## config.mk

```make
export PLATFORM = sky130hd
export DESIGN_NAME = rsc_spi_config_regs
export DESIGN_NICKNAME = d
export VERILOG_FILES = /design/src/hdl/rsc_pin_sync.v /design/src/hdl/rsc_spi_config_regs.v
export VERILOG_INCLUDE_DIRS = /design/src /design/src/pkg
export SDC_FILE = /design/constraint.sdc
export NUM_CORES = 1
export LEC_CHECK = 0
export BUFFER_PORTS_ARGS = -buffer_cell sky130_fd_sc_hd__buf_2
export CORE_AREA = 4 4 121 123
export CTS_BUF_LIST = sky130_fd_sc_hd__clkbuf_4
export CTS_CLUSTER_SIZE = 24
export DETAILED_ROUTE_END_ITERATION = 10
export DIE_AREA = 0 0 125 127
export PLACE_DENSITY_LB_ADDON = 0.05
export SYNTH_ARGS = -nofsm -noshare
export SYNTH_HDL_FRONTEND = slang
export SYNTH_SLANG_ARGS = --single-unit
export TNS_END_PERCENT = 1
```

## constraint.sdc

```tcl
create_clock -name clock -period 4.1 [get_ports clock]
set_clock_uncertainty 0.05 [all_clocks]
set_input_delay 0.41 -clock clock [delete_from_list [all_inputs] [get_ports clock]]
set_output_delay 0.41 -clock clock [all_outputs]
set_load 0.005 [all_outputs]
```

## src/pkg/rsc_map.vh

```
`ifndef RSC_MAP_VH
`define RSC_MAP_VH

// ***************************************************************
// header byte layout
// ***************************************************************
`define RSC_HDR_READ_BIT   7
`define RSC_HDR_BURST_BIT  6
`define RSC_HDR_ADDR_MSB   5

// ***************************************************************
// address space
// ***************************************************************
`define RSC_ADDR_PIN_B     6'h01
`define RSC_ADDR_PIN_A     6'h02
`define RSC_ADDR_THR       6'h03
`define RSC_CFG_LAST       6'h2E
`define RSC_STROBE_BASE    6'h30
`define RSC_STROBE_RESET   6'h30
`define RSC_ADDR_PATABLE   6'h3E
`define RSC_ADDR_FIFO      6'h3F
// bit n set: configuration address n exists on this device
`define RSC_CFG_IMPL_MASK  48'h767C_01BF_E77E
// bit n set: status register at 0x30+n exists (burst read)
`define RSC_STATUS_MASK    16'h0723
// bit n set: command strobe at 0x30+n exists
`define RSC_STROBE_MASK    16'h2A6F

// ***************************************************************
// reset values
// ***************************************************************
`define RSC_PIN_B_RESET    8'h2E
`define RSC_PIN_A_RESET    8'h3F
`define RSC_THR_RESET      8'h07

// ***************************************************************
// field positions
// ***************************************************************
`define RSC_DRIVE_BIT      7
`define RSC_TEMP_BIT       7
`define RSC_INV_BIT        6
`define RSC_SEL_MSB        5
`define RSC_THR_MSB        3

// ***************************************************************
// signal select codes and threshold mapping
// ***************************************************************
`define RSC_SEL_TRISTATE   6'h2E
`define RSC_SEL_XOSC_DIV   6'h3F
`define RSC_SEL_THRESHOLD  6'h02
`define RSC_THR_BASE       7'h3D

// ***************************************************************
// timing counts
// ***************************************************************
`define RSC_XOSC_DIV       192
`define RSC_XOSC_HALF_M1   7'h5F

`endif
```

## src/hdl/rsc_pin_sync.v

```verilog
`timescale 1ns/100ps

module rsc_pin_sync #(
   parameter             WIDTH       = 1,
   parameter [WIDTH-1:0] RESET_VALUE = {WIDTH{1'b0}}
) (
   input  wire             clock,   // system clock
   input  wire             rstn,    // async reset, active low
   input  wire [WIDTH-1:0] pinIn,   // raw pin levels
   output reg  [WIDTH-1:0] pinOut   // filtered level
);

   reg [WIDTH-1:0] stage1_reg;
   reg [WIDTH-1:0] stage2_reg;
   reg [WIDTH-1:0] stage3_reg;
   integer         i;

   // ***************************************************************
   // three stages, change accepted once stages two and three agree
   // ***************************************************************
   always @(posedge clock or negedge rstn) begin
      if (!rstn) begin
         stage1_reg <= RESET_VALUE;
         stage2_reg <= RESET_VALUE;
         stage3_reg <= RESET_VALUE;
         pinOut     <= RESET_VALUE;
      end else begin
         stage1_reg <= pinIn;
         stage2_reg <= stage1_reg;
         stage3_reg <= stage2_reg;
         for (i = 0; i < WIDTH; i = i + 1) begin
            if (stage2_reg[i] == stage3_reg[i]) begin
               pinOut[i] <= stage3_reg[i];
            end
         end
      end
   end

endmodule

```

## src/hdl/rsc_spi_config_regs.v

```verilog
`timescale 1ns/100ps
`include "rsc_map.vh"

module rsc_spi_config_regs (
   input  wire       clock,                // 50 MHz crystal clock
   input  wire       rstn,                 // async reset, active low
   input  wire       csn,                  // spi chip select pin, active low
   input  wire       sclk,                 // spi clock pin
   input  wire       mosi,                 // spi data in pin
   output wire       miso,                 // spi data out pin
   output wire       misoOeN,              // miso drive enable, active low
   input  wire [7:0] chipStatus,           // status byte from radio control
   input  wire [6:0] fifoByteCount,        // bytes held in transmit fifo
   output reg  [5:0] extAddr,              // address of external access
   input  wire [7:0] extReadData,          // data of external register at extAddr
   output reg        extWrite,             // external write pulse
   output reg  [7:0] extWriteData,         // external write data
   output reg        strobeValid,          // command strobe pulse
   output reg  [5:0] strobeCode,           // command strobe address
   input  wire       pinASignal,           // signal picked by outside table, pin a
   input  wire       pinBSignal,           // signal picked by outside table, pin b
   output wire [5:0] pinASignalSelect,     // pin a select field
   output wire [5:0] pinBSignalSelect,     // pin b select field
   output reg        outputPinA,           // pin a level
   output reg        outputPinAOeN,        // pin a drive enable, active low
   output reg        outputPinB,           // pin b level
   output reg        outputPinBOeN,        // pin b drive enable, active low
   output wire       outputDriveStrength,  // 1 high drive, 0 low drive
   output wire       tempSensorEnable,     // analog temperature sensor on
   output reg        thresholdExceeded     // transmit fifo at or above threshold
);

   // ***************************************************************
   // pin sampling
   // ***************************************************************
   wire csnS;
   wire sclkS;
   wire mosiS;

   rsc_pin_sync #(
      .WIDTH       (3),
      .RESET_VALUE (3'b100)
   ) uPinSync (
      .clock  (clock),
      .rstn   (rstn),
      .pinIn  ({csn, sclk, mosi}),
      .pinOut ({csnS, sclkS, mosiS})
   );

   // ***************************************************************
   // state
   // ***************************************************************
   reg  [7:0] pinBCfg_reg;
   reg  [7:0] pinACfg_reg;
   reg  [7:0] thrCfg_reg;
   reg  [6:0] shiftIn_reg;
   reg  [6:0] shiftOut_reg;
   reg  [2:0] bitCnt_reg;
   reg        miso_reg;
   reg  [7:0] txByte_reg;
   reg  [5:0] addr_reg;
   reg        isRead_reg;
   reg        isBurst_reg;
   reg        inHeader_reg;
   reg        loadPending_reg;
   reg        sclkD_reg;
   reg        csnD_reg;
   reg  [6:0] divCnt_reg;
   reg        divClk_reg;
   reg  [7:0] readData;

   wire       sclkRise = sclkS & ~sclkD_reg & ~csnS;
   wire       sclkFall = ~sclkS & sclkD_reg & ~csnS;
   wire       csnFall  = ~csnS & csnD_reg;
   wire       byteDone = sclkRise & (bitCnt_reg == 3'h7);
   wire [7:0] rxByte   = {shiftIn_reg, mosiS};

   wire [5:0] hdrAddr   = rxByte[`RSC_HDR_ADDR_MSB:0];
   wire       hdrRead   = rxByte[`RSC_HDR_READ_BIT];
   wire       hdrBurst  = rxByte[`RSC_HDR_BURST_BIT];
   wire       hdrHigh   = (hdrAddr >= `RSC_STROBE_BASE);
   wire       hdrMulti  = (hdrAddr >= `RSC_ADDR_PATABLE);
   wire       hdrStrobe = hdrHigh & ~hdrMulti & ~hdrBurst;
   wire [15:0] strobeMask = `RSC_STROBE_MASK;
   wire [15:0] statusMask = `RSC_STATUS_MASK;
   wire [47:0] cfgMask    = `RSC_CFG_IMPL_MASK;

   wire       addrCfg   = (addr_reg < `RSC_STROBE_BASE);
   wire       addrMulti = (addr_reg >= `RSC_ADDR_PATABLE);
   wire       cfgExists = addrCfg & (addr_reg <= `RSC_CFG_LAST) & cfgMask[addr_reg];
   wire       stayData  = isBurst_reg & (addrCfg | addrMulti);

   // ***************************************************************
   // read data select
   // ***************************************************************
   always @* begin
      readData = 8'h00;
      if (addr_reg == `RSC_ADDR_PIN_B) begin
         readData = pinBCfg_reg;
      end else if (addr_reg == `RSC_ADDR_PIN_A) begin
         readData = pinACfg_reg;
      end else if (addr_reg == `RSC_ADDR_THR) begin
         readData = thrCfg_reg;
      end else if (cfgExists) begin
         readData = extReadData;
      end else if (addr_reg == `RSC_ADDR_PATABLE) begin
         readData = extReadData;
      end else if (!addrCfg && !addrMulti && isBurst_reg &&
                   statusMask[addr_reg[3:0]]) begin
         readData = extReadData;
      end
   end

   // ***************************************************************
   // spi byte engine and register writes
   // ***************************************************************
   always @(posedge clock or negedge rstn) begin
      if (!rstn) begin
         pinBCfg_reg     <= `RSC_PIN_B_RESET;
         pinACfg_reg     <= `RSC_PIN_A_RESET;
         thrCfg_reg      <= `RSC_THR_RESET;
         shiftIn_reg     <= 7'h00;
         shiftOut_reg    <= 7'h00;
         bitCnt_reg      <= 3'h0;
         miso_reg        <= 1'b0;
         txByte_reg      <= 8'h00;
         addr_reg        <= 6'h00;
         isRead_reg      <= 1'b0;
         isBurst_reg     <= 1'b0;
         inHeader_reg    <= 1'b1;
         loadPending_reg <= 1'b0;
         sclkD_reg       <= 1'b0;
         csnD_reg        <= 1'b1;
         extAddr         <= 6'h00;
         extWrite        <= 1'b0;
         extWriteData    <= 8'h00;
         strobeValid     <= 1'b0;
         strobeCode      <= 6'h00;
      end else begin
         sclkD_reg   <= sclkS;
         csnD_reg    <= csnS;
         extWrite    <= 1'b0;
         strobeValid <= 1'b0;
         if (loadPending_reg) begin
            txByte_reg      <= readData;
            loadPending_reg <= 1'b0;
         end
         if (csnS) begin
            bitCnt_reg   <= 3'h0;
            inHeader_reg <= 1'b1;
         end else begin
            if (csnFall) begin
               miso_reg     <= chipStatus[7];
               shiftOut_reg <= chipStatus[6:0];
            end
            if (sclkFall) begin
               if (bitCnt_reg == 3'h0) begin
                  miso_reg     <= txByte_reg[7];
                  shiftOut_reg <= txByte_reg[6:0];
               end else begin
                  miso_reg     <= shiftOut_reg[6];
                  shiftOut_reg <= {shiftOut_reg[5:0], 1'b0};
               end
            end
            if (sclkRise) begin
               shiftIn_reg <= rxByte[6:0];
               bitCnt_reg  <= bitCnt_reg + 3'h1;
            end
            if (byteDone && inHeader_reg) begin
               addr_reg    <= hdrAddr;
               isRead_reg  <= hdrRead;
               isBurst_reg <= hdrBurst;
               txByte_reg  <= chipStatus;
               if (hdrStrobe) begin
                  if (strobeMask[hdrAddr[3:0]]) begin
                     strobeValid <= 1'b1;
                     strobeCode  <= hdrAddr;
                  end
                  if (hdrAddr == `RSC_STROBE_RESET) begin
                     pinBCfg_reg <= `RSC_PIN_B_RESET;
                     pinACfg_reg <= `RSC_PIN_A_RESET;
                     thrCfg_reg  <= `RSC_THR_RESET;
                  end
               end else begin
                  inHeader_reg    <= 1'b0;
                  loadPending_reg <= hdrRead;
                  extAddr         <= hdrAddr;
               end
            end else if (byteDone) begin
               if (!isRead_reg) begin
                  if (addr_reg == `RSC_ADDR_PIN_B) begin
                     pinBCfg_reg <= rxByte;
                  end else if (addr_reg == `RSC_ADDR_PIN_A) begin
                     pinACfg_reg <= rxByte;
                  end else if (addr_reg == `RSC_ADDR_THR) begin
                     thrCfg_reg <= rxByte;
                  end else if (cfgExists || addrMulti) begin
                     extWrite     <= 1'b1;
                     extAddr      <= addr_reg;
                     extWriteData <= rxByte;
                  end
               end
               txByte_reg <= chipStatus;
               if (stayData) begin
                  if (addrCfg) begin
                     addr_reg <= addr_reg + 6'h01;
                     if (isRead_reg) begin
                        // next address goes out now so its data is there at the load
                        extAddr <= addr_reg + 6'h01;
                     end
                  end
                  loadPending_reg <= isRead_reg;
               end else begin
                  inHeader_reg <= 1'b1;
               end
            end
         end
      end
   end

   assign miso    = miso_reg;
   assign misoOeN = csnS;

   // ***************************************************************
   // crystal divide-by-192 clock output source
   // ***************************************************************
   always @(posedge clock or negedge rstn) begin
      if (!rstn) begin
         divCnt_reg <= 7'h00;
         divClk_reg <= 1'b0;
      end else if (divCnt_reg == `RSC_XOSC_HALF_M1) begin
         divCnt_reg <= 7'h00;
         divClk_reg <= ~divClk_reg;
      end else begin
         divCnt_reg <= divCnt_reg + 7'h01;
      end
   end

   // ***************************************************************
   // threshold and output pins
   // ***************************************************************
   wire [6:0] thrBytes = `RSC_THR_BASE - {1'b0, thrCfg_reg[`RSC_THR_MSB:0], 2'b00};

   function pinSource;
      input [5:0] sel;
      input       ext;
      input       thr;
      input       div;
      begin
         if (sel == `RSC_SEL_XOSC_DIV) begin
            pinSource = div;
         end else if (sel == `RSC_SEL_THRESHOLD) begin
            pinSource = thr;
         end else begin
            pinSource = ext;
         end
      end
   endfunction

   assign pinASignalSelect    = pinACfg_reg[`RSC_SEL_MSB:0];
   assign pinBSignalSelect    = pinBCfg_reg[`RSC_SEL_MSB:0];
   assign outputDriveStrength = pinBCfg_reg[`RSC_DRIVE_BIT];
   assign tempSensorEnable    = pinACfg_reg[`RSC_TEMP_BIT];

   always @(posedge clock or negedge rstn) begin
      if (!rstn) begin
         thresholdExceeded <= 1'b0;
         outputPinA        <= 1'b0;
         outputPinAOeN     <= 1'b0;
         outputPinB        <= 1'b0;
         outputPinBOeN     <= 1'b1;
      end else begin
         thresholdExceeded <= (fifoByteCount >= thrBytes);
         outputPinA    <= pinSource(pinASignalSelect, pinASignal, thresholdExceeded,
                                    divClk_reg) ^ pinACfg_reg[`RSC_INV_BIT];
         // analog sensor output takes pin a, so the digital driver lets go
         outputPinAOeN <= (pinASignalSelect == `RSC_SEL_TRISTATE) | tempSensorEnable;
         outputPinB    <= pinSource(pinBSignalSelect, pinBSignal, thresholdExceeded,
                                    divClk_reg) ^ pinBCfg_reg[`RSC_INV_BIT];
         outputPinBOeN <= (pinBSignalSelect == `RSC_SEL_TRISTATE);
      end
   end

endmodule

```

==> reports/metrics.cfg <==
[critical_path]
end_kind=register
worstPathRequired_ns=4.45
crit_path_start_kind=register
crit_fanout=12
worstPathArrival_ns=3.52
worstSetupPathType=register to register

[clocking]
insertion_delay_ns=0.51
htree_levels=3
clk_path_buf_depth=2
clk_pin_slew_ns=0.16
clock_sinks=109
cts_root_buf=clkbuf_4
numCtsBuffers=9
tritoncts=yes
cts_resized=0

[sta]
grt_setup_unrepaired=no
finalCritPeriodShare_pct=77.31
max_freq_mhz=315.5
fin_tns_setup_ns=0
drv_slew=0
tightest_slew_ns=0.9298
final.min_clock_period_ns=3.170
hold_violations=0
setup_viol=0
slew_headroom_pct=38.01

[synthesis]
ys.flop_type=dfrtp_1
async_flop_share_pct=100.0
synthTopCellsByArea=dfrtp_1 40%, dfstp_2 9.3%, mux2_2 4.8%
netlist_top_cells_count=89 x dfrtp_1, 61 x nand2_1, 51 x nor2_1
syn_area_sq_um=5633
yosysMostFrequentCell=dfrtp_1
synth_edf_count=0
yosysSeqAreaShare_pct=48.87
ys_ff_latch=109
yosys_warnings=0
yosys.area.top_type=dfrtp_1
synth_cells=560
syn_nets=605
synth_top_area_share_pct=39.54
synth_cell_types=56
avgSynthCellArea_sq_um=10.06

[routing]
wl_per_cell_um=18.25
vias_per_cell=5.561
drt_iter0_drc=348
drc=0
route.antenna.remaining_nets=0
drt_pass1_iterations=5
vias=4421
routed_wl_um=14510

[die]
io_pins=73
std_cell_rows=43
die_y_um=127
initial_core_util_pct=41.22
design.die.area_sq_um=15880
core_area_sq_um=13670
die_w_um=125

[placed_design]
gp_congestion=0.9081
hpwl_um=10450
dpl.cell_count=774
portBuffers=72

[power]
fin_total_pwr_mw=2.066
p_leak_nw=2.765
irDropWorstVdd_mv=0.1688
cellPowerDensity_nw_per_um2=333.2

[global_route]
grt_overflow=0
grt_pass1_vias=4406
grt_usage_pct=19.04
antenna_found_initial=1
grt_pass1_wl_um=23950
grt_max_degree=66

[worst_hold_path]
worst_hold_path_type=input pin to register

[flow_run]
max_cap_viol_count=0

[layout]
nets=654
area_growth_pct=10.11
drive_gt1_share_pct=24.76
final_cells=795

[status]
status=finished clean

placed cells by master, fill, tap and decap left out, drive strengths merged, types with 7 or more instances in the layout:
cell type   n
a21oi      34
a31oi      11
and2        7
buf        77
clkbuf     10
dfrtp      89
dfstp      20
ha         15
inv        27
mux2       33
mux2i       7
nand2      62
nand2b      7
nand3      13
nor2       51
nor2b       7
o21ai      43
o221ai     21
o22a        8
xnor2       7
cells by family (layout without fill, tap and decap cells):
kind of cell             Yosys count  after routing  synth area share [%]
buffers and inverters             65            119                 5.509
AO/OA/AOI/OAI                    144            144                 16.97
flip-flops                       109            109                 48.87
AND/OR/NAND/NOR                  172            172                 14.55
adder cells (fa/ha/maj)           18             18                 3.865
multiplexers                      40             40                 8.374
other                              0              1                     0
XOR/XNOR                          12             12                 1.866
stage by stage:
step           worst slack [ns]  util (%)  cell area, sq um  hold slack [ns]
2_1_floorplan             1.591         -              5633          0.06441
3_3_place_gp              1.041     44.13              6031           0.2853
3_5_place_dp             0.9308     44.13              6031           0.2863
4_1_cts                  0.8989     45.37              6200         0.002518
5_1_grt                  0.5667     45.39              6202         0.003673
6_report                 0.9304     45.39              6202          0.04791
path summary, 6_finish.rpt:
check | start | end | slack, ns | cells after the start
hold reg to reg | uPinSync.stage1_reg[2] | uPinSync.stage2_reg[2] | 0.31 | 0
setup / recovery | addr_reg[0] | extWriteData[3] | 0.93 | 8
setup reg to reg | addr_reg[0] | extWriteData[3] | 0.93 | 8
max in group asynchronous | rstn | uPinSync.stage1_reg[2] | 2.63 | 3
hold / removal | fifoByteCount[6] | thresholdExceeded | 0.05 | 3
min in group asynchronous | rstn | thresholdExceeded | 0.49 | 2
report_power, final:
part / internal, mW / switching [mW] / total (mW)
logic: 0.120 / 0.136 / 0.257
clock network: 0.145 / 0.386 / 0.531
registers: 1.14 / 0.135 / 1.28
total: 1.41 / 0.657 / 2.07
critical path: stages (launching register included):
cell,delay (ns)
dfrtp_1,0.53
inv_1,0.18
ha_1,0.37
and2_1,0.19
o21ai_0,0.21
a31oi_1,0.19
a2111oi_4,0.60
nand2_2,0.36
mux2_1,0.39
metal layers:
metal	up-vias	track usage [%]	part of all wire (%)
li1	2085	-	-
met4	0	7.334	2.5
met3	30	5.059	5.4
met5	-	0	0
met1	2164	25.79	46
met2	142	29.42	46
what timing repair did:
action	in CTS	in global routing
hold endpoints to repair	51	0
hold buffers	4	0
endpoints found under the setup margin	0	0
setup buffers	0	0
area by class of cell:
type                            count  area (sq um)
Timing Repair Buffer               81         440.4
Antenna cell                        1         2.502
Tap cell                          180         225.2
Multi-Input combinational cell    386          2570
Clock inverter                      6         53.80
Clock buffer                       10         75.07
Sequential cell                   109          2753
Fill cell                        1341          7463
Inverter                           22         82.58
No activity file was read; power rests on OpenSTA's default activity.
